==> config.mk <==
export PLATFORM = sky130hd
export DESIGN_NAME = oat_core
export DESIGN_NICKNAME = d
export VERILOG_FILES = /design/src/verilog/oat_pkg.sv /design/src/verilog/oat_divider.sv /design/src/verilog/oat_rate_tick.sv /design/src/verilog/oat_core.sv
export SDC_FILE = /design/constraint.sdc
export NUM_CORES = 1
export LEC_CHECK = 0
export BUFFER_PORTS_ARGS = -buffer_cell sky130_fd_sc_hd__buf_2
export CORE_MARGIN = 2
export CORE_UTILIZATION = 60
export CTS_CLUSTER_SIZE = 14
export DETAILED_ROUTE_END_ITERATION = 10
export GPL_TIMING_DRIVEN = 0
export HOLD_SLACK_MARGIN = 0.15
export PLACE_DENSITY = 0.77
export SYNTH_ARGS = -nofsm -noshare
export SYNTH_HDL_FRONTEND = slang
export SYNTH_SLANG_ARGS = --single-unit
==> constraint.sdc <==
create_clock -name clk -period 5.6 [get_ports clk]
set_input_delay 0 -clock clk [delete_from_list [all_inputs] [get_ports clk]]
set_output_delay 0 -clock clk [all_outputs]
set_load 0.05 [all_outputs]
==> src/verilog/oat_pkg.sv <==
// Purpose: Constants for the oversampling average, min/max and threshold block
// Assumes: APB register access, 40 MHz clock, Q16.16 results
// Notes: How it works is summarised below
//
// How it works
// - Selector value 3 gathers count samples at the scan rate and yields average, min and max.
// - Selector value 5 gathers count samples, averages them and flags an average above threshold.
// - The sample count resets to 200 and a write above 16384 saturates at 16384.
// - The scan rate sets the sampling frequency for both modes and resets to 6000 per second.
// - Acquisition lasts sample count divided by scan rate.
// - Only a primary result read starts an acquisition; other result reads return stored values.
// - A primary result read with selector 3 or 5 stalls until the acquisition and its arithmetic are finished; other selectors return zero at once.
// - Min/max mode returns average, largest and smallest sample in primary, secondary, tertiary.
// - Threshold mode returns 1.0 or 0.0 in primary and the average in secondary.
// - Threshold mode with a zero digital override samples the analog input, zero being default.
// - Threshold mode with a nonzero override samples the digital line at that address.
// - The average is compared with the threshold and drives the primary flag.
// - Analog samples come through the burst acquisition path with its own settings.
package oat_pkg;

    // ----------------------------------------------------------------
    // Register offsets
    // ----------------------------------------------------------------
    localparam logic [7:0] OFF_SELECT = 8'h00;
    localparam logic [7:0] OFF_COUNT = 8'h04;
    localparam logic [7:0] OFF_OVERRIDE = 8'h08;
    localparam logic [7:0] OFF_RATE = 8'h0C;
    localparam logic [7:0] OFF_THRESH = 8'h10;
    localparam logic [7:0] OFF_PRIMARY = 8'h14;
    localparam logic [7:0] OFF_SECONDARY = 8'h18;
    localparam logic [7:0] OFF_TERTIARY = 8'h1C;
    localparam logic [7:0] OFF_BUSY = 8'h20;
    localparam logic [7:0] OFF_IRQ_STAT = 8'h24;
    localparam logic [7:0] OFF_IRQ_CLR = 8'h28;
    localparam logic [7:0] OFF_IRQ_EN = 8'h2C;

    // ----------------------------------------------------------------
    // Reset values, limits and codes
    // ----------------------------------------------------------------
    localparam logic [14:0] DEF_COUNT = 15'h00C8;
    localparam logic [14:0] MAX_COUNT = 15'h4000;
    localparam logic [31:0] DEF_RATE = 32'h0000_1770;
    localparam int MAX_TIME_MS = 180;
    localparam logic [7:0] MODE_MINMAX = 8'h03;
    localparam logic [7:0] MODE_THRESH = 8'h05;
    localparam logic [31:0] Q_ONE = 32'h0001_0000;
    localparam int IRQ_BITS = 2;
    localparam int IRQ_DONE = 0;
    localparam int IRQ_BADMODE = 1;

    // ----------------------------------------------------------------
    // Timing
    // ----------------------------------------------------------------
    localparam int CLK_HZ = 40_000_000;
    localparam int CLK_PERIOD_NS = 25;

    // Sequencer states
    typedef enum logic [2:0] {
        ST_IDLE = 3'b000,
        ST_PERIOD = 3'b001,
        ST_ACQ = 3'b010,
        ST_WAIT = 3'b011,
        ST_DIV = 3'b100,
        ST_DONE = 3'b101
    } oat_state_t;

endpackage

==> src/verilog/oat_divider.sv <==
// Purpose: Unsigned restoring divider, one quotient bit per clock
// Assumes: start is a one-cycle pulse while not busy
// Notes: done pulses with the quotient valid, W cycles after start
`timescale 1ns/10ps
module oat_divider #(
    parameter int W = 48
) (
    // Clock and reset
    input wire logic clk,
    input wire logic arst_n,
    // Request
    input wire logic start,
    input wire logic [W-1:0] dividend,
    input wire logic [W-1:0] divisor,
    // Answer
    output logic done,
    output logic [W-1:0] quotient
);
    logic [W-1:0] rem;
    logic [$clog2(W+1)-1:0] cnt;
    logic [W:0] shifted;
    logic [W:0] diff;

    // Trial subtraction of the divisor
    always_comb
    begin
        shifted = {rem, quotient[W-1]};
        diff = shifted - {1'b0, divisor};
    end

    // Shift and subtract loop
    always_ff @(posedge clk or negedge arst_n)
    begin
        if (!arst_n)
        begin
            rem <= '0;
            quotient <= '0;
            cnt <= '0;
            done <= 1'b0;
        end
        else if (start)
        begin
            rem <= '0;
            quotient <= dividend;
            cnt <= ($clog2(W+1))'(W);
            done <= 1'b0;
        end
        else if (cnt != '0)
        begin
            rem <= diff[W] ? shifted[W-1:0] : diff[W-1:0];
            quotient <= {quotient[W-2:0], ~diff[W]};
            cnt <= cnt - 1'b1;
            done <= (cnt == ($clog2(W+1))'(1));
        end
        else
        begin
            done <= 1'b0;
        end
    end
endmodule

==> src/verilog/oat_rate_tick.sv <==
// Purpose: Sample pacing pulse generator
// Assumes: period is at least 1 and stable while run is high
// Notes: first tick comes period cycles after run rises
`timescale 1ns/10ps
module oat_rate_tick (
    // Clock and reset
    input wire logic clk,
    input wire logic arst_n,
    // Control
    input wire logic run,
    input wire logic [31:0] period,
    // Pulse out
    output logic tick
);
    logic [31:0] cnt;

    // Count one sample period, then pulse
    always_ff @(posedge clk or negedge arst_n)
    begin
        if (!arst_n)
        begin
            cnt <= '0;
            tick <= 1'b0;
        end
        else if (!run)
        begin
            cnt <= '0;
            tick <= 1'b0;
        end
        else if (cnt >= period - 32'h0000_0001)
        begin
            cnt <= '0;
            tick <= 1'b1;
        end
        else
        begin
            cnt <= cnt + 32'h0000_0001;
            tick <= 1'b0;
        end
    end
endmodule

==> src/verilog/oat_core.sv <==
// Purpose: Oversampling average with min/max and threshold modes behind APB
// Assumes: burst engine answers a request with one burstValid pulse
// Notes: results are signed Q16.16, analog codes taken as integers
`timescale 1ns/10ps
module oat_core #(
    parameter int SW = 16,
    parameter int NUM_DIO = 8,
    parameter logic [15:0] DIO_BASE = 16'h07D0
) (
    // Clock and reset
    input wire logic clk,
    input wire logic arst_n,
    // APB slave
    input wire logic psel,
    input wire logic penable,
    input wire logic pwrite,
    input wire logic [7:0] paddr,
    input wire logic [31:0] pwdata,
    output logic [31:0] prdata,
    output logic pready,
    output logic pslverr,
    // Burst acquisition engine
    output logic burstReq,
    input wire logic burstValid,
    input wire logic signed [SW-1:0] burstData,
    // Digital lines
    input wire logic [NUM_DIO-1:0] digitalLines,
    // Interrupt
    output logic irq
);
    localparam int AW = 48;

    // ----------------------------------------------------------------
    // Declarations
    // ----------------------------------------------------------------
    oat_pkg::oat_state_t state;
    logic [7:0] featureSelector;
    logic [14:0] sampleCount;
    logic [15:0] digitalSourceOverride;
    logic [31:0] scanRate;
    logic signed [31:0] threshold;
    logic [31:0] primaryRes, secondaryRes, tertiaryRes;
    logic [oat_pkg::IRQ_BITS-1:0] irqStatus, irqEnable, irqSet;
    logic [7:0] mode;
    logic useDigital;
    logic signed [AW-1:0] sum;
    logic signed [31:0] maxQ, minQ, avgQ;
    logic [14:0] taken;
    logic [31:0] period;
    logic runTick, tick;
    logic divStart, divDone, divNeg;
    logic [AW-1:0] divDividend, divDivisor, divQuot;
    logic setupRd, primaryRd, wrEn, mapped, newValid, lineVal;
    logic signed [AW-1:0] newQ;
    logic [15:0] lineIdx;
    logic [31:0] rdMux;

    // Place a sample code at Q16.16 in the accumulator width
    function automatic logic signed [AW-1:0] toQ(input logic signed [SW-1:0] s);
        toQ = {{(AW-16-SW){s[SW-1]}}, s, 16'h0000};
    endfunction

    // ----------------------------------------------------------------
    // Bus decode
    // ----------------------------------------------------------------
    always_comb
    begin
        setupRd = psel && !penable && !pwrite;
        primaryRd = setupRd && paddr == oat_pkg::OFF_PRIMARY;
        wrEn = psel && penable && pready && pwrite;
        lineIdx = digitalSourceOverride - DIO_BASE;
        lineVal = (lineIdx < 16'(NUM_DIO)) ? digitalLines[lineIdx[$clog2(NUM_DIO)-1:0]] : 1'b0;
        mapped = 1'b1;
        unique case (paddr)
            oat_pkg::OFF_SELECT: rdMux = {24'h00_0000, featureSelector};
            oat_pkg::OFF_COUNT: rdMux = {17'h0_0000, sampleCount};
            oat_pkg::OFF_OVERRIDE: rdMux = {16'h0000, digitalSourceOverride};
            oat_pkg::OFF_RATE: rdMux = scanRate;
            oat_pkg::OFF_THRESH: rdMux = threshold;
            oat_pkg::OFF_PRIMARY: rdMux = primaryRes;
            oat_pkg::OFF_SECONDARY: rdMux = secondaryRes;
            oat_pkg::OFF_TERTIARY: rdMux = tertiaryRes;
            oat_pkg::OFF_BUSY: rdMux = {31'h0000_0000, state != oat_pkg::ST_IDLE};
            oat_pkg::OFF_IRQ_STAT: rdMux = {30'h0000_0000, irqStatus};
            oat_pkg::OFF_IRQ_CLR: rdMux = 32'h0000_0000;
            oat_pkg::OFF_IRQ_EN: rdMux = {30'h0000_0000, irqEnable};
            default:
            begin
                rdMux = 32'h0000_0000;
                mapped = 1'b0;
            end
        endcase
    end

    // Configuration registers
    always_ff @(posedge clk or negedge arst_n)
    begin
        if (!arst_n)
        begin
            featureSelector <= 8'h00;
            sampleCount <= oat_pkg::DEF_COUNT;
            digitalSourceOverride <= 16'h0000;
            scanRate <= oat_pkg::DEF_RATE;
            threshold <= 32'h0000_0000;
            irqEnable <= '0;
        end
        else if (wrEn)
        begin
            unique case (paddr)
                oat_pkg::OFF_SELECT: featureSelector <= pwdata[7:0];
                oat_pkg::OFF_COUNT:
                    sampleCount <= (pwdata > 32'(oat_pkg::MAX_COUNT)) ? oat_pkg::MAX_COUNT :
                                   (pwdata == 32'h0000_0000) ? 15'h0001 : pwdata[14:0];
                oat_pkg::OFF_OVERRIDE: digitalSourceOverride <= pwdata[15:0];
                oat_pkg::OFF_RATE: scanRate <= (pwdata == 32'h0000_0000) ? 32'h0000_0001 : pwdata;
                oat_pkg::OFF_THRESH: threshold <= pwdata;
                oat_pkg::OFF_IRQ_EN: irqEnable <= pwdata[oat_pkg::IRQ_BITS-1:0];
                default: ;
            endcase
        end
    end

    // ----------------------------------------------------------------
    // APB answer
    // ----------------------------------------------------------------
    always_ff @(posedge clk or negedge arst_n)
    begin
        if (!arst_n)
        begin
            pready <= 1'b0;
            prdata <= 32'h0000_0000;
            pslverr <= 1'b0;
        end
        else if (psel && penable && pready)
        begin
            pready <= 1'b0;
            pslverr <= 1'b0;
        end
        else if (state == oat_pkg::ST_DONE)
        begin
            pready <= 1'b1;
            prdata <= primaryRes;
        end
        else if (psel && !penable && !(primaryRd && (featureSelector == oat_pkg::MODE_MINMAX ||
                 featureSelector == oat_pkg::MODE_THRESH)))
        begin
            pready <= 1'b1;
            prdata <= primaryRd ? 32'h0000_0000 : rdMux;
            pslverr <= !mapped;
        end
    end

    // ----------------------------------------------------------------
    // Sequencer
    // ----------------------------------------------------------------
    always_comb
    begin
        newValid = (state == oat_pkg::ST_ACQ && tick && useDigital) ||
                   (state == oat_pkg::ST_WAIT && burstValid);
        newQ = useDigital ? (lineVal ? AW'(oat_pkg::Q_ONE) : '0) : toQ(burstData);
    end

    always_ff @(posedge clk or negedge arst_n)
    begin
        if (!arst_n)
        begin
            state <= oat_pkg::ST_IDLE;
            mode <= 8'h00;
            useDigital <= 1'b0;
            runTick <= 1'b0;
            burstReq <= 1'b0;
            divStart <= 1'b0;
            divDividend <= '0;
            divDivisor <= '0;
            divNeg <= 1'b0;
            period <= 32'h0000_0001;
            sum <= '0;
            maxQ <= 32'h0000_0000;
            minQ <= 32'h0000_0000;
            taken <= 15'h0000;
        end
        else
        begin
            divStart <= 1'b0;
            burstReq <= 1'b0;
            unique case (state)
                oat_pkg::ST_IDLE:
                    if (primaryRd && (featureSelector == oat_pkg::MODE_MINMAX ||
                        featureSelector == oat_pkg::MODE_THRESH))
                    begin
                        // Sample period = clock rate / scan rate
                        state <= oat_pkg::ST_PERIOD;
                        mode <= featureSelector;
                        useDigital <= featureSelector == oat_pkg::MODE_THRESH &&
                                      digitalSourceOverride != 16'h0000;
                        divStart <= 1'b1;
                        divDividend <= AW'(oat_pkg::CLK_HZ);
                        divDivisor <= AW'(scanRate);
                    end
                oat_pkg::ST_PERIOD:
                    if (divDone)
                    begin
                        period <= (divQuot == '0) ? 32'h0000_0001 : divQuot[31:0];
                        runTick <= 1'b1;
                        sum <= '0;
                        taken <= 15'h0000;
                        state <= oat_pkg::ST_ACQ;
                    end
                oat_pkg::ST_ACQ:
                    if (tick && !useDigital)
                    begin
                        burstReq <= 1'b1;
                        state <= oat_pkg::ST_WAIT;
                    end
                oat_pkg::ST_WAIT: ;
                oat_pkg::ST_DIV:
                    if (divDone)
                        state <= oat_pkg::ST_DONE;
                oat_pkg::ST_DONE:
                    state <= oat_pkg::ST_IDLE;
                default:
                    state <= oat_pkg::ST_IDLE;
            endcase
            // Accumulate, track extremes, stop after the count (duration = count/rate)
            if (newValid)
            begin
                sum <= sum + newQ;
                maxQ <= (taken == 15'h0000 || $signed(newQ[31:0]) > maxQ) ? newQ[31:0] : maxQ;
                minQ <= (taken == 15'h0000 || $signed(newQ[31:0]) < minQ) ? newQ[31:0] : minQ;
                taken <= taken + 15'h0001;
                if (taken + 15'h0001 == sampleCount)
                begin
                    runTick <= 1'b0;
                    divStart <= 1'b1;
                    divNeg <= sum[AW-1] ^ newQ[AW-1] ? (sum + newQ) < 0 : sum[AW-1];
                    divDividend <= ((sum + newQ) < 0) ? AW'(-(sum + newQ)) : AW'(sum + newQ);
                    divDivisor <= AW'(sampleCount);
                    state <= oat_pkg::ST_DIV;
                end
                else
                begin
                    state <= oat_pkg::ST_ACQ;
                end
            end
        end
    end

    // Results from the finished average
    always_comb
    begin
        avgQ = divNeg ? -$signed(divQuot[31:0]) : $signed(divQuot[31:0]);
    end

    always_ff @(posedge clk or negedge arst_n)
    begin
        if (!arst_n)
        begin
            primaryRes <= 32'h0000_0000;
            secondaryRes <= 32'h0000_0000;
            tertiaryRes <= 32'h0000_0000;
        end
        else if (state == oat_pkg::ST_DIV && divDone)
        begin
            if (mode == oat_pkg::MODE_MINMAX)
            begin
                primaryRes <= avgQ;
                secondaryRes <= maxQ;
                tertiaryRes <= minQ;
            end
            else
            begin
                primaryRes <= (avgQ > threshold) ? oat_pkg::Q_ONE : 32'h0000_0000;
                secondaryRes <= avgQ;
                tertiaryRes <= 32'h0000_0000;
            end
        end
    end

    // ----------------------------------------------------------------
    // Interrupts
    // ----------------------------------------------------------------
    always_comb
    begin
        irqSet = '0;
        irqSet[oat_pkg::IRQ_DONE] = state == oat_pkg::ST_DONE;
        irqSet[oat_pkg::IRQ_BADMODE] = primaryRd && state == oat_pkg::ST_IDLE &&
            featureSelector != oat_pkg::MODE_MINMAX && featureSelector != oat_pkg::MODE_THRESH;
    end

    // Set wins over a clear in the same cycle
    always_ff @(posedge clk or negedge arst_n)
    begin
        if (!arst_n)
        begin
            irqStatus <= '0;
            irq <= 1'b0;
        end
        else
        begin
            irqStatus <= (irqStatus & ~((wrEn && paddr == oat_pkg::OFF_IRQ_CLR) ?
                         pwdata[oat_pkg::IRQ_BITS-1:0] : '0)) | irqSet;
            irq <= |(irqStatus & irqEnable);
        end
    end

    // ----------------------------------------------------------------
    // Helpers
    // ----------------------------------------------------------------
    oat_rate_tick u_tick (
        .clk(clk),
        .arst_n(arst_n),
        .run(runTick),
        .period(period),
        .tick(tick)
    );

    oat_divider #(.W(AW)) u_div (
        .clk(clk),
        .arst_n(arst_n),
        .start(divStart),
        .dividend(divDividend),
        .divisor(divDivisor),
        .done(divDone),
        .quotient(divQuot)
    );
endmodule

==> out/summary.txt <==
Final core utilization = 68.5%
Initial antenna violation count = 1
Die area = 0.0583 mm2
Post-synth EDFFs = 0
RSZ-0062 raised after global routing = no
Synth top area cells = dfrtp_1 (42%), ha_1 (6.8%), nand2_1 (6.2%)
Hpwl dp = 77.1 mm
Placement Setup Slack = -133 ps
Share of cells above drive strength 1 = 9.84%
Leakage power = 18.0 nW
ANT cells = 0
Setup TNS = 0 ps
GPL Wtd Cong = 0.974
Worst setup EP type = flip-flop
Total vias in the final route = 30.0k
Total grt overflow = 0
Worst-path fanout max = 10
Core ar. = 0.0561 mm2
Most frequent cell after synthesis = dfrtp_1
First-pass GRT wire length = 163 mm
IO buf count = 104
I/O pin cnt = 106
DRT iter0 DRCs = 3,221
Top cells by count, synth = dfrtp_1 (570), nand2_1 (556), nor2_1 (279)
Clock-pin slew on the worst setup and hold paths = 60 ps
Ys Warns = 0
Worst slew pin tran = 1140 ps
Max Root-Sink Buffers = 3
Antenna-violating nets left = 0
Post-Syn Area = 0.0339 mm2
Die Ht = 242 um
# rows = 87
Relative slew slack = 24.0%
Post-synthesis sequential area ratio = 43.0%
Startpoint Class = flip-flop
Placed Cells = 4,623
Detailed-route wire length = 104 mm
Avg Cell Area, Syn = 9.01 um2
Largest net degree at the start of global routing = 122
FFs w/ async S/R, synth = 100%
Max cap viols = 0
Syn Nets = 4,012
Type of the worst min-delay path = input pin to flip-flop
Skew-Pair Late Insertion Delay = 670 ps
Worst VDD drop = 0.253 mV
Worst R2R Start = digitalSourceOverride[0]
Pre-antenna DRT Iters = 9
Starting Density = 60.4%
GR Util All Layers = 35.3%
Clock Tree Root = clkbuf_16
Minimum clock period = 5220 ps
Achievable clock frequency = 0.192 GHz
WHS = 198 ps
Hold path startpoint = pwdata[16]
Top FF cell, synth = dfrtp_1
Required @ worst endpoint = 6100 ps
Synthesis-to-finish area growth = 13.5%
Per-cell routed wire length = 21.6 um
Critical path arrival = 5720 ps
Number of synthesized register bits = 581
Final #Nets = 4,257
Remaining DRCs = 0
Number of global-route vias before repair = 29.1k
CTS tree = built
DIE WIDTH = 242 um
Area leader, netlist = dfrtp_1
Status = completed
H-tree depth = 2
Hold Vio Cnt, Final = 0
Slew Viols, Final = 0
Final cell count without fillers = 4,809
CP startpoint = digitalSourceOverride[0]
Pwr Density = 249 mW/mm2
# clock sinks = 581
DR vias/cell = 6.25
Synth unique cells = 86
Synth Instances = 3,756
CTS Buf Count = 61
Filler Cell Count = 4,417
Clk_skew = 33.5 ps
Final worst path period share = 93.2%
CP Class = flip-flop to flip-flop
Setup violations, final = 0
Post-synth top area share = 42.1%
Final setup margin = 381 ps
==> power breakdown <==
group	switching, mW	total (mW)	leakage (nW)	internal (mW)
logic	0.635	0.966	9.27	0.331
registers	0.0440	4.30	7.68	4.26
clock network	1.80	4.32	1.05	2.51
==> what timing repair did <==
| item | 4_1_cts | 5_1_grt |
|---|---|---|
| buffers inserted | 0 | 2 |
| pin swaps | 0 | 1 |
| gates cloned | 0 | 0 |
| setup endpoints to repair | 13 | 31 |
| endpoints found under the hold margin | 398 | 0 |
| hold buffers | 70 | 0 |
| resized for setup | 1 | 15 |
==> final timing paths <==
kind	cells after the start	end	slack, ps
hold / removal	3	threshold[16]	200
setup reg to reg	18	divDividend[23]	380
min in group asynchronous	3	sampleCount[3]	520
max in group asynchronous	5	sum[39]	3950
hold reg to reg	1	mode[0]	480
setup / recovery	18	divDividend[23]	380
==> through the flow <==
| step | cell area (um2) | total power [mW] |
|---|---|---|
| finish | 38400 | 9.58 |
| detailed placement | 35500 | 5.27 |
| CTS | 38400 | 9.58 |
| global placement | 35300 | 5.25 |
| floorplan | 33900 | 4.95 |
| global route | 38400 | 9.87 |
==> kinds of logic after synthesis <==
logic type | after synthesis | synth area share (%)
buffers and inverters | 392 | 4.37
xor gates and xnor gates | 218 | 5.66
AOI/OAI and AO/OA | 933 | 17.3
muxes | 180 | 5.85
and+or+nand+nor | 1266 | 16.9
DFF | 581 | 43.0
adders and majority gates | 186 | 6.92
==> layout make-up <==
cell class	count	area [um2]	share of cell area (%)
tap	756	946	2.46
clock inverter	30	359	0.934
multi-input combinational	2783	17900	46.6
buffer	217	825	2.15
clock buffer	85	1760	4.57
timing repair buffer	183	1420	3.70
inverter	174	653	1.70
sequential	581	14600	37.9
==> critical path: stages, from the launching register on <==
cell and delay [ps]:
dfrtp_1 470, mux4_2 520, nor2_1 100, nor4_1 60, a21oi_2 320, inv_1 170
ha_1 260, a211oi_2 270, o21ai_2 150, o2111a_2 320, a2111oi_2 490, o211ai_1 190
a221oi_1 310, o21bai_1 190, xnor2_2 300, clkbuf_1 400, o21ai_0 200, xnor2_1 220
o21ai_0 100
==> placed cells by master, fill, tap and decap left out, types with 28 or more instances in the layout <==
cell type	count
and3_1	32
clkbuf_1	205
o21ai_0	278
nand2b_1	33
a21o_1	59
a22oi_1	53
buf_2	109
nand4_1	48
mux2_2	123
dfrtp_1	570
nand3_1	110
dlygate4sd3_1	69
xnor2_1	100
nor2_1	279
xor2_1	115
ha_1	184
nand2_1	556
o31ai_1	31
mux2i_1	55
a311oi_1	33
a21oi_1	254
inv_1	174
nor3_1	52
clkbuf_16	61
nor4_1	28
a31oi_1	42
nor2b_1	32
==> metal layers <==
metal	vias to the layer above	track usage, %	part of all wire (%)
li1	13700	-	-
met1	14600	47.5	41
met2	1474	55.0	45
met3	275	8.37	10
met4	2	14.4	4.2
met5	-	0	0.016
==> state kept, by name, indices dropped and copies added (netlist names), 16 cells and up <==
signal / cells
digitalSourceOverride: 16
divDividend: 48
divDivisor: 48
maxQ: 16
minQ: 16
period: 32
prdata: 32
primaryRes: 32
scanRate: 32
secondaryRes: 32
sum: 32
tertiaryRes: 16
threshold: 32
u_div.quotient: 48
u_div.rem: 48
u_tick.cnt: 32
No activity file was read; power rests on OpenSTA's default activity.
